File: src/pm_vpd_defines.svh
/*
  Offsets, field positions, reset values and fixed codes of the power
  management and product data capability structures.
  Assumes byte addresses in configuration space; included by its bare name.
*/
`ifndef PM_VPD_DEFINES_SVH
`define PM_VPD_DEFINES_SVH

// Configuration space dword offsets (byte addresses)
`define PM_CAP_OFS 8'h40
`define PM_CTRL_OFS 8'h44
`define VPD_CAP_OFS 8'h48
`define PRODUCT_DATA_WORD_OFS 8'h4C

// Capability identifiers
`define PM_CAP_ID 8'h01
`define VPD_CAP_ID 8'h03

// Fixed capabilities word fields
`define PMC_EVENT_STATES 5'h09
`define PMC_STATE_TWO 1'b0
`define PMC_STATE_ONE 1'b0
`define PMC_AUX_CURRENT 3'h0
`define PMC_SPECIAL_INIT 1'b0
`define PMC_RESERVED4 1'b0
`define PMC_NEEDS_CLOCK 1'b1
`define PMC_REVISION 3'h2

// Control/status word field positions
`define PMCS_STATUS_BIT 15
`define PMCS_SCALE_HI 14
`define PMCS_SCALE_LO 13
`define PMCS_SEL_HI 12
`define PMCS_SEL_LO 9
`define PMCS_ENABLE_BIT 8

// Product data address register field positions (within upper half)
`define VPD_FLAG_BIT 31
`define VPD_ADDR_HI 30
`define VPD_ADDR_LO 16

// Reset values
`define BRIDGE_EXT_RESET 8'h00
`define VPD_WORD_RESET 32'h0000_0000
`define VPD_ADDR_RESET 15'h0000
`define SEL_RESET 4'h0

// Highest boot configuration byte held in the shared EEPROM
`define BOOT_AREA_END 8'h30

`endif

File: src/pm_vpd_pkg.sv
/*
  Types shared by the power management and product data capability block.
  Assumes nothing beyond a SystemVerilog compiler.
*/
package pm_vpd_pkg;

  // Product data fetch sequencer, one-hot
  typedef enum logic [1:0] {
    FETCH_IDLE = 2'b01,
    FETCH_BUSY = 2'b10
  } fetch_state_t;

  // Power state field encoding
  typedef enum logic [1:0] {
    PS_D0 = 2'b00,
    PS_D1 = 2'b01,
    PS_D2 = 2'b10,
    PS_D3 = 2'b11
  } power_state_t;

endpackage

File: src/pm_vpd_capabilities.sv
/*
  Power management and product data capability structures of a PCI target,
  with the power event pin logic and the EEPROM fetch sequencer.
  Assumes a configuration access port on the PCI clock, an EEPROM reader on
  the same clock that answers a word request, and boot load values on the
  same clock. The power event request input is asynchronous.

// Summary of operation
// - Next pointers read-only, zero at list end
// - Event support field reads 01001b
// - D1 and State_two_supported bits read zero
// - Auxiliary current field reads zero
// - Special init zero, needs-clock one, bit4 reserved
// - Event status set on event, write-one clears
// - Data scale read-only from boot load
// - Select picks consumed or dissipated power
// - Data byte read-only, scaled by scale code
// - Event enable gates event pin, resets zero
// - Power state D0/D3 only, D1/D2 writes ignored
// - Bridge extension byte reads zero
// - Event pin is open drain, low asserts
// - Rising request with enable sets status
// - Power state output shows D0 or D3
// - Product data identifier reads 03h
// - Product data writes never reach EEPROM
// - Address write with flag zero starts fetch
// - Data register holds fetched dword
// - Product data lies above boot area
// - Product data capability at 48h to 4Fh
// - Power capability at 40h to 47h
// - Power capability identifier reads 01h
*/
`timescale 1ns/1ns
`include "pm_vpd_defines.svh"

module pm_vpd_capabilities #(
  parameter logic [7:0] PM_NEXT_PTR = `VPD_CAP_OFS,
  parameter logic [7:0] VPD_NEXT_PTR = 8'h00,
  parameter logic [17:0] VPD_BASE = 18'h00034,
  parameter logic STATE_OUT_D0_LEVEL = 1'b1
) (
  input wire logic mclk_i,
  input wire logic rstn_i,
  input wire logic cfg_sel_i,
  input wire logic cfg_we_i,
  input wire logic [7:0] cfg_addr_i,
  input wire logic [3:0] cfg_be_i,
  input wire logic [31:0] cfg_wdata_i,
  output logic cfg_ack_o,
  output logic [31:0] cfg_rdata_o,
  input wire logic [1:0] boot_data_scale_i,
  input wire logic [63:0] boot_power_readings_i,
  input wire logic power_event_request_in_i,
  output logic pme_n_o,
  output logic pme_oe_n_o,
  output logic power_state_out_o,
  output logic rom_req_o,
  output logic [17:0] rom_addr_o,
  input wire logic rom_ack_i,
  input wire logic [31:0] rom_data_i
);

  // Product data must sit above the boot configuration area, word aligned
  generate
    if (VPD_BASE <= {10'h000, `BOOT_AREA_END} || VPD_BASE[1:0] != 2'b00) begin : g_base_chk
      $error("VPD_BASE must be word aligned and above the boot area");
    end
  endgenerate

  // Byte lane merge of a write into a register image
  function automatic logic [31:0] lane_merge(input logic [31:0] old_v,
                                             input logic [31:0] new_v,
                                             input logic [3:0] be);
    logic [31:0] res;
    res = old_v;
    for (int i = 0; i < 4; i++) begin
      if (be[i]) begin
        res[i*8 +: 8] = new_v[i*8 +: 8];
      end
    end
    return res;
  endfunction

  // Access decode
  logic wr_pm_ctrl;
  logic wr_vpd_cap;
  logic [31:0] pm_ctrl_wr_img;
  logic [31:0] vpd_cap_wr_img;

  // Control state
  logic power_event_status_reg;
  logic power_event_status_next;
  logic pme_enable_reg;
  logic pme_enable_next;
  logic [3:0] data_sel_reg;
  logic [3:0] data_sel_next;
  pm_vpd_pkg::power_state_t pstate_reg;
  pm_vpd_pkg::power_state_t pstate_next;

  // Event input synchroniser and edge detector
  logic req_meta_reg;
  logic req_sync_reg;
  logic req_prev_reg;
  logic req_rise;

  // Fetch sequencer state
  pm_vpd_pkg::fetch_state_t fetch_reg;
  pm_vpd_pkg::fetch_state_t fetch_next;
  logic [14:0] vpd_addr_reg;
  logic [14:0] vpd_addr_next;
  logic vpd_flag_reg;
  logic vpd_flag_next;
  logic [31:0] vpd_word_reg;
  logic [31:0] vpd_word_next;

  // Read path
  logic [31:0] rdata_next;
  logic [15:0] pm_caps;
  logic [15:0] pm_ctrl_word;
  logic [7:0] power_reading;

  // Write strobes for the writable dwords; misaligned and other writes are ignored
  assign wr_pm_ctrl = cfg_sel_i && cfg_we_i && (cfg_addr_i == `PM_CTRL_OFS);
  assign wr_vpd_cap = cfg_sel_i && cfg_we_i && (cfg_addr_i == `VPD_CAP_OFS);
  assign pm_ctrl_wr_img = lane_merge(32'h0000_0000, cfg_wdata_i, cfg_be_i);
  assign vpd_cap_wr_img = lane_merge({vpd_flag_reg, vpd_addr_reg, 16'h0000}, cfg_wdata_i,
                                     cfg_be_i);

  // Fixed capabilities word
  assign pm_caps = {`PMC_EVENT_STATES, `PMC_STATE_TWO, `PMC_STATE_ONE,
                    `PMC_AUX_CURRENT, `PMC_SPECIAL_INIT, `PMC_RESERVED4,
                    `PMC_NEEDS_CLOCK, `PMC_REVISION};

  // Live control/status word; scale comes straight from the boot load
  assign pm_ctrl_word = {power_event_status_reg, boot_data_scale_i, data_sel_reg,
                         pme_enable_reg, 6'h00, pstate_reg};

  // Reading selected by the select field, reserved codes read zero
  always_comb begin
    if (data_sel_reg[3]) begin
      power_reading = 8'h00;
    end else begin
      power_reading = boot_power_readings_i[data_sel_reg[2:0]*8 +: 8];
    end
  end

  // Power event request: two flops then edge detect
  always_ff @(posedge mclk_i or negedge rstn_i) begin
    if (!rstn_i) begin
      req_meta_reg <= 1'b0;
      req_sync_reg <= 1'b0;
      req_prev_reg <= 1'b0;
    end else begin
      req_meta_reg <= power_event_request_in_i;
      req_sync_reg <= req_meta_reg;
      req_prev_reg <= req_sync_reg;
    end
  end

  assign req_rise = req_sync_reg && !req_prev_reg;

  // Next values of the power management control fields
  always_comb begin
    power_event_status_next = power_event_status_reg;
    pme_enable_next = pme_enable_reg;
    data_sel_next = data_sel_reg;
    pstate_next = pstate_reg;
    if (wr_pm_ctrl) begin
      if (cfg_be_i[1]) begin
        if (pm_ctrl_wr_img[`PMCS_STATUS_BIT]) begin
          power_event_status_next = 1'b0;
        end
        data_sel_next = pm_ctrl_wr_img[`PMCS_SEL_HI:`PMCS_SEL_LO];
        pme_enable_next = pm_ctrl_wr_img[`PMCS_ENABLE_BIT];
      end
      if (cfg_be_i[0]) begin
        // Only D0 and D3 are accepted
        if (pm_ctrl_wr_img[1:0] == pm_vpd_pkg::PS_D0) begin
          pstate_next = pm_vpd_pkg::PS_D0;
        end else if (pm_ctrl_wr_img[1:0] == pm_vpd_pkg::PS_D3) begin
          pstate_next = pm_vpd_pkg::PS_D3;
        end
      end
    end
    // A request edge wins over a clear in the same cycle
    if (req_rise && pme_enable_reg) begin
      power_event_status_next = 1'b1;
    end
  end

  // Power management control registers
  always_ff @(posedge mclk_i or negedge rstn_i) begin
    if (!rstn_i) begin
      power_event_status_reg <= 1'b0;
      pme_enable_reg <= 1'b0;
      data_sel_reg <= `SEL_RESET;
      pstate_reg <= pm_vpd_pkg::PS_D0;
    end else begin
      power_event_status_reg <= power_event_status_next;
      pme_enable_reg <= pme_enable_next;
      data_sel_reg <= data_sel_next;
      pstate_reg <= pstate_next;
    end
  end

  // Event pin: data always low, driven only while status and enable stand
  assign pme_n_o = 1'b0;
  assign pme_oe_n_o = !(power_event_status_reg && pme_enable_reg);

  // Power state level for the local device
  assign power_state_out_o = (pstate_reg == pm_vpd_pkg::PS_D3) ? !STATE_OUT_D0_LEVEL
                                                               : STATE_OUT_D0_LEVEL;

  // Next values of the product data fetch sequencer
  always_comb begin
    fetch_next = fetch_reg;
    vpd_addr_next = vpd_addr_reg;
    vpd_flag_next = vpd_flag_reg;
    vpd_word_next = vpd_word_reg;
    case (fetch_reg)
      pm_vpd_pkg::FETCH_IDLE: begin
        fetch_next = pm_vpd_pkg::FETCH_IDLE;
      end
      pm_vpd_pkg::FETCH_BUSY: begin
        if (rom_ack_i) begin
          vpd_word_next = rom_data_i;
          vpd_flag_next = 1'b1;
          fetch_next = pm_vpd_pkg::FETCH_IDLE;
        end
      end
      default: begin
        fetch_next = pm_vpd_pkg::FETCH_IDLE;
      end
    endcase
    // Address write with flag clear starts or restarts a fetch
    if (wr_vpd_cap && cfg_be_i[3] && !vpd_cap_wr_img[`VPD_FLAG_BIT]) begin
      vpd_addr_next = vpd_cap_wr_img[`VPD_ADDR_HI:`VPD_ADDR_LO];
      vpd_flag_next = 1'b0;
      vpd_word_next = vpd_word_reg;
      fetch_next = pm_vpd_pkg::FETCH_BUSY;
    end
  end

  // Product data registers; writes with flag set are ignored
  always_ff @(posedge mclk_i or negedge rstn_i) begin
    if (!rstn_i) begin
      fetch_reg <= pm_vpd_pkg::FETCH_IDLE;
      vpd_addr_reg <= `VPD_ADDR_RESET;
      vpd_flag_reg <= 1'b0;
      vpd_word_reg <= `VPD_WORD_RESET;
    end else begin
      fetch_reg <= fetch_next;
      vpd_addr_reg <= vpd_addr_next;
      vpd_flag_reg <= vpd_flag_next;
      vpd_word_reg <= vpd_word_next;
    end
  end

  // EEPROM word request, read only, above the boot area
  assign rom_req_o = (fetch_reg == pm_vpd_pkg::FETCH_BUSY);
  assign rom_addr_o = VPD_BASE + {1'b0, vpd_addr_reg, 2'b00};

  // Read data selection by dword offset
  always_comb begin
    case (cfg_addr_i)
      `PM_CAP_OFS: begin
        rdata_next = {pm_caps, PM_NEXT_PTR, `PM_CAP_ID};
      end
      `PM_CTRL_OFS: begin
        rdata_next = {power_reading, `BRIDGE_EXT_RESET, pm_ctrl_word};
      end
      `VPD_CAP_OFS: begin
        rdata_next = {vpd_flag_reg, vpd_addr_reg, VPD_NEXT_PTR, `VPD_CAP_ID};
      end
      `PRODUCT_DATA_WORD_OFS: begin
        rdata_next = vpd_word_reg;
      end
      default: begin
        rdata_next = 32'h0000_0000;
      end
    endcase
    if (cfg_addr_i[1:0] != 2'b00) begin
      rdata_next = 32'h0000_0000;
    end
  end

  // Registered answer, one cycle after the access
  always_ff @(posedge mclk_i or negedge rstn_i) begin
    if (!rstn_i) begin
      cfg_ack_o <= 1'b0;
      cfg_rdata_o <= 32'h0000_0000;
    end else begin
      cfg_ack_o <= cfg_sel_i;
      if (cfg_sel_i && !cfg_we_i) begin
        cfg_rdata_o <= rdata_next;
      end
    end
  end

endmodule

File: config.mk
export PLATFORM = sky130hd
export DESIGN_NAME = pm_vpd_capabilities
export DESIGN_NICKNAME = d
export VERILOG_FILES = /design/src/pm_vpd_pkg.sv /design/src/pm_vpd_capabilities.sv
export VERILOG_INCLUDE_DIRS = /design/src
export SDC_FILE = /design/constraint.sdc
export NUM_CORES = 1
export LEC_CHECK = 0
export ABC_AREA = 1
export BUFFER_PORTS_ARGS = -buffer_cell sky130_fd_sc_hd__buf_4
export CORE_MARGIN = 2
export CORE_UTILIZATION = 45
export CTS_CLUSTER_SIZE = 10
export DETAILED_ROUTE_END_ITERATION = 6
export PLACE_DENSITY = 0.77
export SLEW_MARGIN = 25
export SYNTH_ARGS = -nofsm -noshare
export SYNTH_HDL_FRONTEND = slang
export SYNTH_SLANG_ARGS = --single-unit
File: constraint.sdc
create_clock -name mclk_i -period 1.6 [get_ports mclk_i]
set_clock_uncertainty 0.15 [all_clocks]
set_input_delay 0.32 -clock mclk_i [delete_from_list [all_inputs] [get_ports mclk_i]]
set_output_delay 0.32 -clock mclk_i [all_outputs]
set_load 0.02 [all_outputs]
==> summary.log <==
[status] result of the run finished, violations left
[status] failing checks negative setup slack
[cells_and_area] area delta synth->final 50.0%
[setup_path] peak fanout along the critical path 5
[setup_path] Critical Path, Cell by Cell ha_4 -> nor2_4 -> nand2_4 -> nand4_1 -> xor2_2 -> buf_6
[pwr] leakage power total 4.49 nW
[setup_path] Worst Path Required 1.13 ns
[routing] Routed Antenna Nets 0
[sta] upper clock frequency limit 470 MHz
[floorplanning] number of I/O pins 203
[routing] first drt pass iteration count 5
[floorplanning] horizontal extent of the die 113 um
[place] Detail Placement HPWL 11600 um
[sta] final period utilization 133%
[sta] minimum setup slack in the final design -0.529 ns
[yosys] warning count from the yosys run 0
[setup_path] standard cell with the maximum stage delay on the critical path dfrtp_1
[setup_path] class of the most critical setup path register to primary output
[sta] summed negative setup slack over all endpoints -6.53 ns
[clocking] CTS tree done
[cells_and_area] fillcell total 967
[clocking] clock root buffer clkbuf_16
[clocking] clock-pin slew on the worst setup and hold paths 0.07 ns
[routing] highest metal layer used by the detailed router met4
[grt] number of global-route vias before repair 5247
[routing] Wirelength per Cell 13.7 um
[grt] maximum number of pins on one net before global-route repair 47
[routing] first-iteration detailed-routing DRC count 471
[place] count of port buffers added during placement 191
[routing] amount of wire on met2 after detailed routing 7530 um
[flow_run] max_cap viols 0
[routing] routed length on met3 1230 um
[routing] drt drc 0
[yosys] Netlist cell types 34
[pwr] pwr/cell area 638 nW/um2
[yosys] area of the mapped netlist 5330 um2
[sta] count of final max-slew check failures 0
[sta] Final Hold Fails 0
[cells_and_area] Diodes inserted 0
[routing] M1 wire length 6580 um
[yosys] sequential fraction of the synthesis area 43.7%
[floorplanning] y dimension of the die 113 um
[clocking] Skew-Pair Late Insertion Delay 0.34 ns
[floorplanning] effective utilization at floorplan 46.5%
[sta] clock period minus worst slack 2.13 ns
[pwr] worst supply voltage drop on vdd 0.538 mV
[setup_path] capturing element type of the critical path primary output
[floorplanning] placeable core area 11500 um2
[setup_path] Worst setup SP type register
[floorplanning] number of placement rows 39
[place] placed cell count 1122
[grt] Total Routing Usage GR 24.4%
[sta] setup repair after global routing missed its margin true
[clocking] number of buffers added by the clock tree synthesis step 9
[setup_path] stage delay of the slowest cell on the critical path 0.44 ns
[grt] antenna violations before repair 0
[place] routability-driven placement congestion ratio 0.884
[cells_and_area] proportion of layout cells with a drive suffix above 1 35.1%
[routing] total via count after detailed routing 5556
[routing] Final Routed Wirelength 15700 um
[clocking] maximum buffer depth of the clock tree 2
[yosys] gate count of the mapped netlist 752
[setup_path] crit path DAT 1.66 ns
[grt] global route overflow 0
[routing] Vias per Instance 4.85
[cells_and_area] total number of nets in the final design 1147
[clocking] CTS H-tree lvls 3
[sta] setup-violating endpoint count in the final report 15
[yosys] number of register bits inferred by synthesis 93
[clocking] Sink Count 93
[yosys] synthesized area per cell 7.08 um2
[grt] first-pass GRT wire length 25000 um
[floorplanning] area of the die 12700 um2
[cells_and_area] count of placed standard cells in the final layout, fillers left out 1145
[hold_path] Hold/Removal Path Class input pin to register
-- layout make-up --
class                           instances  area, um2  share of cell area (%)
Tap cell                              143        179                    2.24
Sequential cell                        93       2330                    29.2
Timing Repair Buffer                  266       2150                    27.0
Inverter                              140        528                    6.61
Multi-Input combinational cell        487       2500                    31.3
Clock buffer                            9        225                    2.82
Clock inverter                          7       68.8                   0.861
-- layer usage --
layer / up-vias / global-route usage, %
met3: 35 / 4.39
met5: - / 0
li1: 2793 / -
met4: 0 / 7.72
met2: 204 / 40.5
met1: 2524 / 32.8
-- cells in the mapped netlist (all sizes together) --
library cell | n | area share [%]
inv | 136 | 9.6
dfstp | 1 | 0.49
a21o | 2 | 0.28
clkinv | 4 | 0.28
nand2 | 239 | 17
dfrtp | 92 | 43
nand3 | 97 | 9.4
nor3b | 1 | 0.23
o21ai | 66 | 7.3
nand3b | 1 | 0.14
a31oi | 1 | 0.12
xnor2 | 1 | 0.16
nand4 | 3 | 0.35
a21oi | 10 | 0.94
nor3 | 12 | 1.1
buf | 21 | 2.9
conb | 1 | 0.070
clkbuf | 13 | 0.96
nor2 | 41 | 3.5
ha | 2 | 0.47
xor2 | 8 | 1.3
-- final timing paths --
path | from | end | slack [ns] | depth (start not counted)
worst max-delay path | vpd_addr_reg[1]$_DFFE_PN0P_ | rom_addr_o[16] | -0.53 | 6
worst min-delay path | cfg_sel_i | cfg_ack_o$_DFF_PN0_ | 0.04 | 2
worst max register to register | data_sel_reg[0]$_DFFE_PN0P_ | cfg_rdata_o[24]$_DFFE_PN0P_ | 0.13 | 9
worst min register to register | req_meta_reg$_DFF_PN0_ | req_sync_reg$_DFF_PN0_ | 0.20 | 0
max in group asynchronous | rstn_i | data_sel_reg[2]$_DFFE_PN0P_ | 0.48 | 3
min in group asynchronous | rstn_i | vpd_word_reg[16]$_DFFE_PN0P_ | 0.28 | 2
-- critical path: cells and delay by family (launching register included) --
family / cells / cell delay, ns
flip-flops: 1 / 0.44
AND/OR/NAND/NOR: 3 / 0.37
adder cells (fa/ha/maj): 1 / 0.20
XOR/XNOR: 1 / 0.17
buffers and inverters: 1 / 0.14
-- kinds of logic after synthesis --
group	count (synthesis)	share of synthesized area, %
buf+inv	174	13.7
flops	93	43.7
xor+xnor	9	1.48
other cells	1	0.0704
compound gates	79	8.67
simple gates	394	31.9
fa+ha+maj	2	0.470
-- power by group --
| part | leakage (nW) | internal (mW) | switching, mW |
|---|---|---|---|
| logic | 3.13 | 0.342 | 0.293 |
| clock network | 0.137 | 1.09 | 1.00 |
| registers | 1.22 | 2.36 | 0.00745 |
-- what timing repair did --
action,4_1_cts,5_1_grt
buffers inserted,3,2
gates resized for setup,17,28
hold endpoints to repair,25,0
hold buffers,2,0
gates cloned,0,1
pin swaps,8,12
endpoints found under the setup margin,15,25
-- metrics by stage --
step	hold WS [ns]	power (mW)	utilization (%)	setup slack, ns	area, um2
2_1_floorplan	-0.126	2.62	-	-0.0889	5450
3_3_place_gp	0.115	3.03	64.9	-0.196	7440
3_5_place_dp	0.117	3.04	64.9	-0.216	7440
4_1_cts	0.0344	5.13	68.4	-0.525	7850
5_1_grt	0.0435	5.31	69.7	-0.591	7990
6_report	0.0426	5.10	69.7	-0.529	7990
-- cell usage in the layout, fill, tap and decap left out, types with 5 or more instances in the layout --
| cell | count |
|---|---|
| nor2_4 | 5 |
| dfrtp_1 | 91 |
| o21ai_1 | 11 |
| nand2_1 | 224 |
| a21oi_1 | 7 |
| o21ai_0 | 38 |
| nand2_2 | 12 |
| nor3_1 | 10 |
| clkbuf_16 | 10 |
| buf_12 | 6 |
| buf_4 | 241 |
| nor2_2 | 6 |
| nor2_1 | 29 |
| o21ai_2 | 17 |
| inv_1 | 131 |
| nand3_1 | 93 |
| buf_6 | 16 |
| inv_2 | 5 |
| xor2_2 | 7 |
Note: power is estimated with default switching activity, not from simulation.
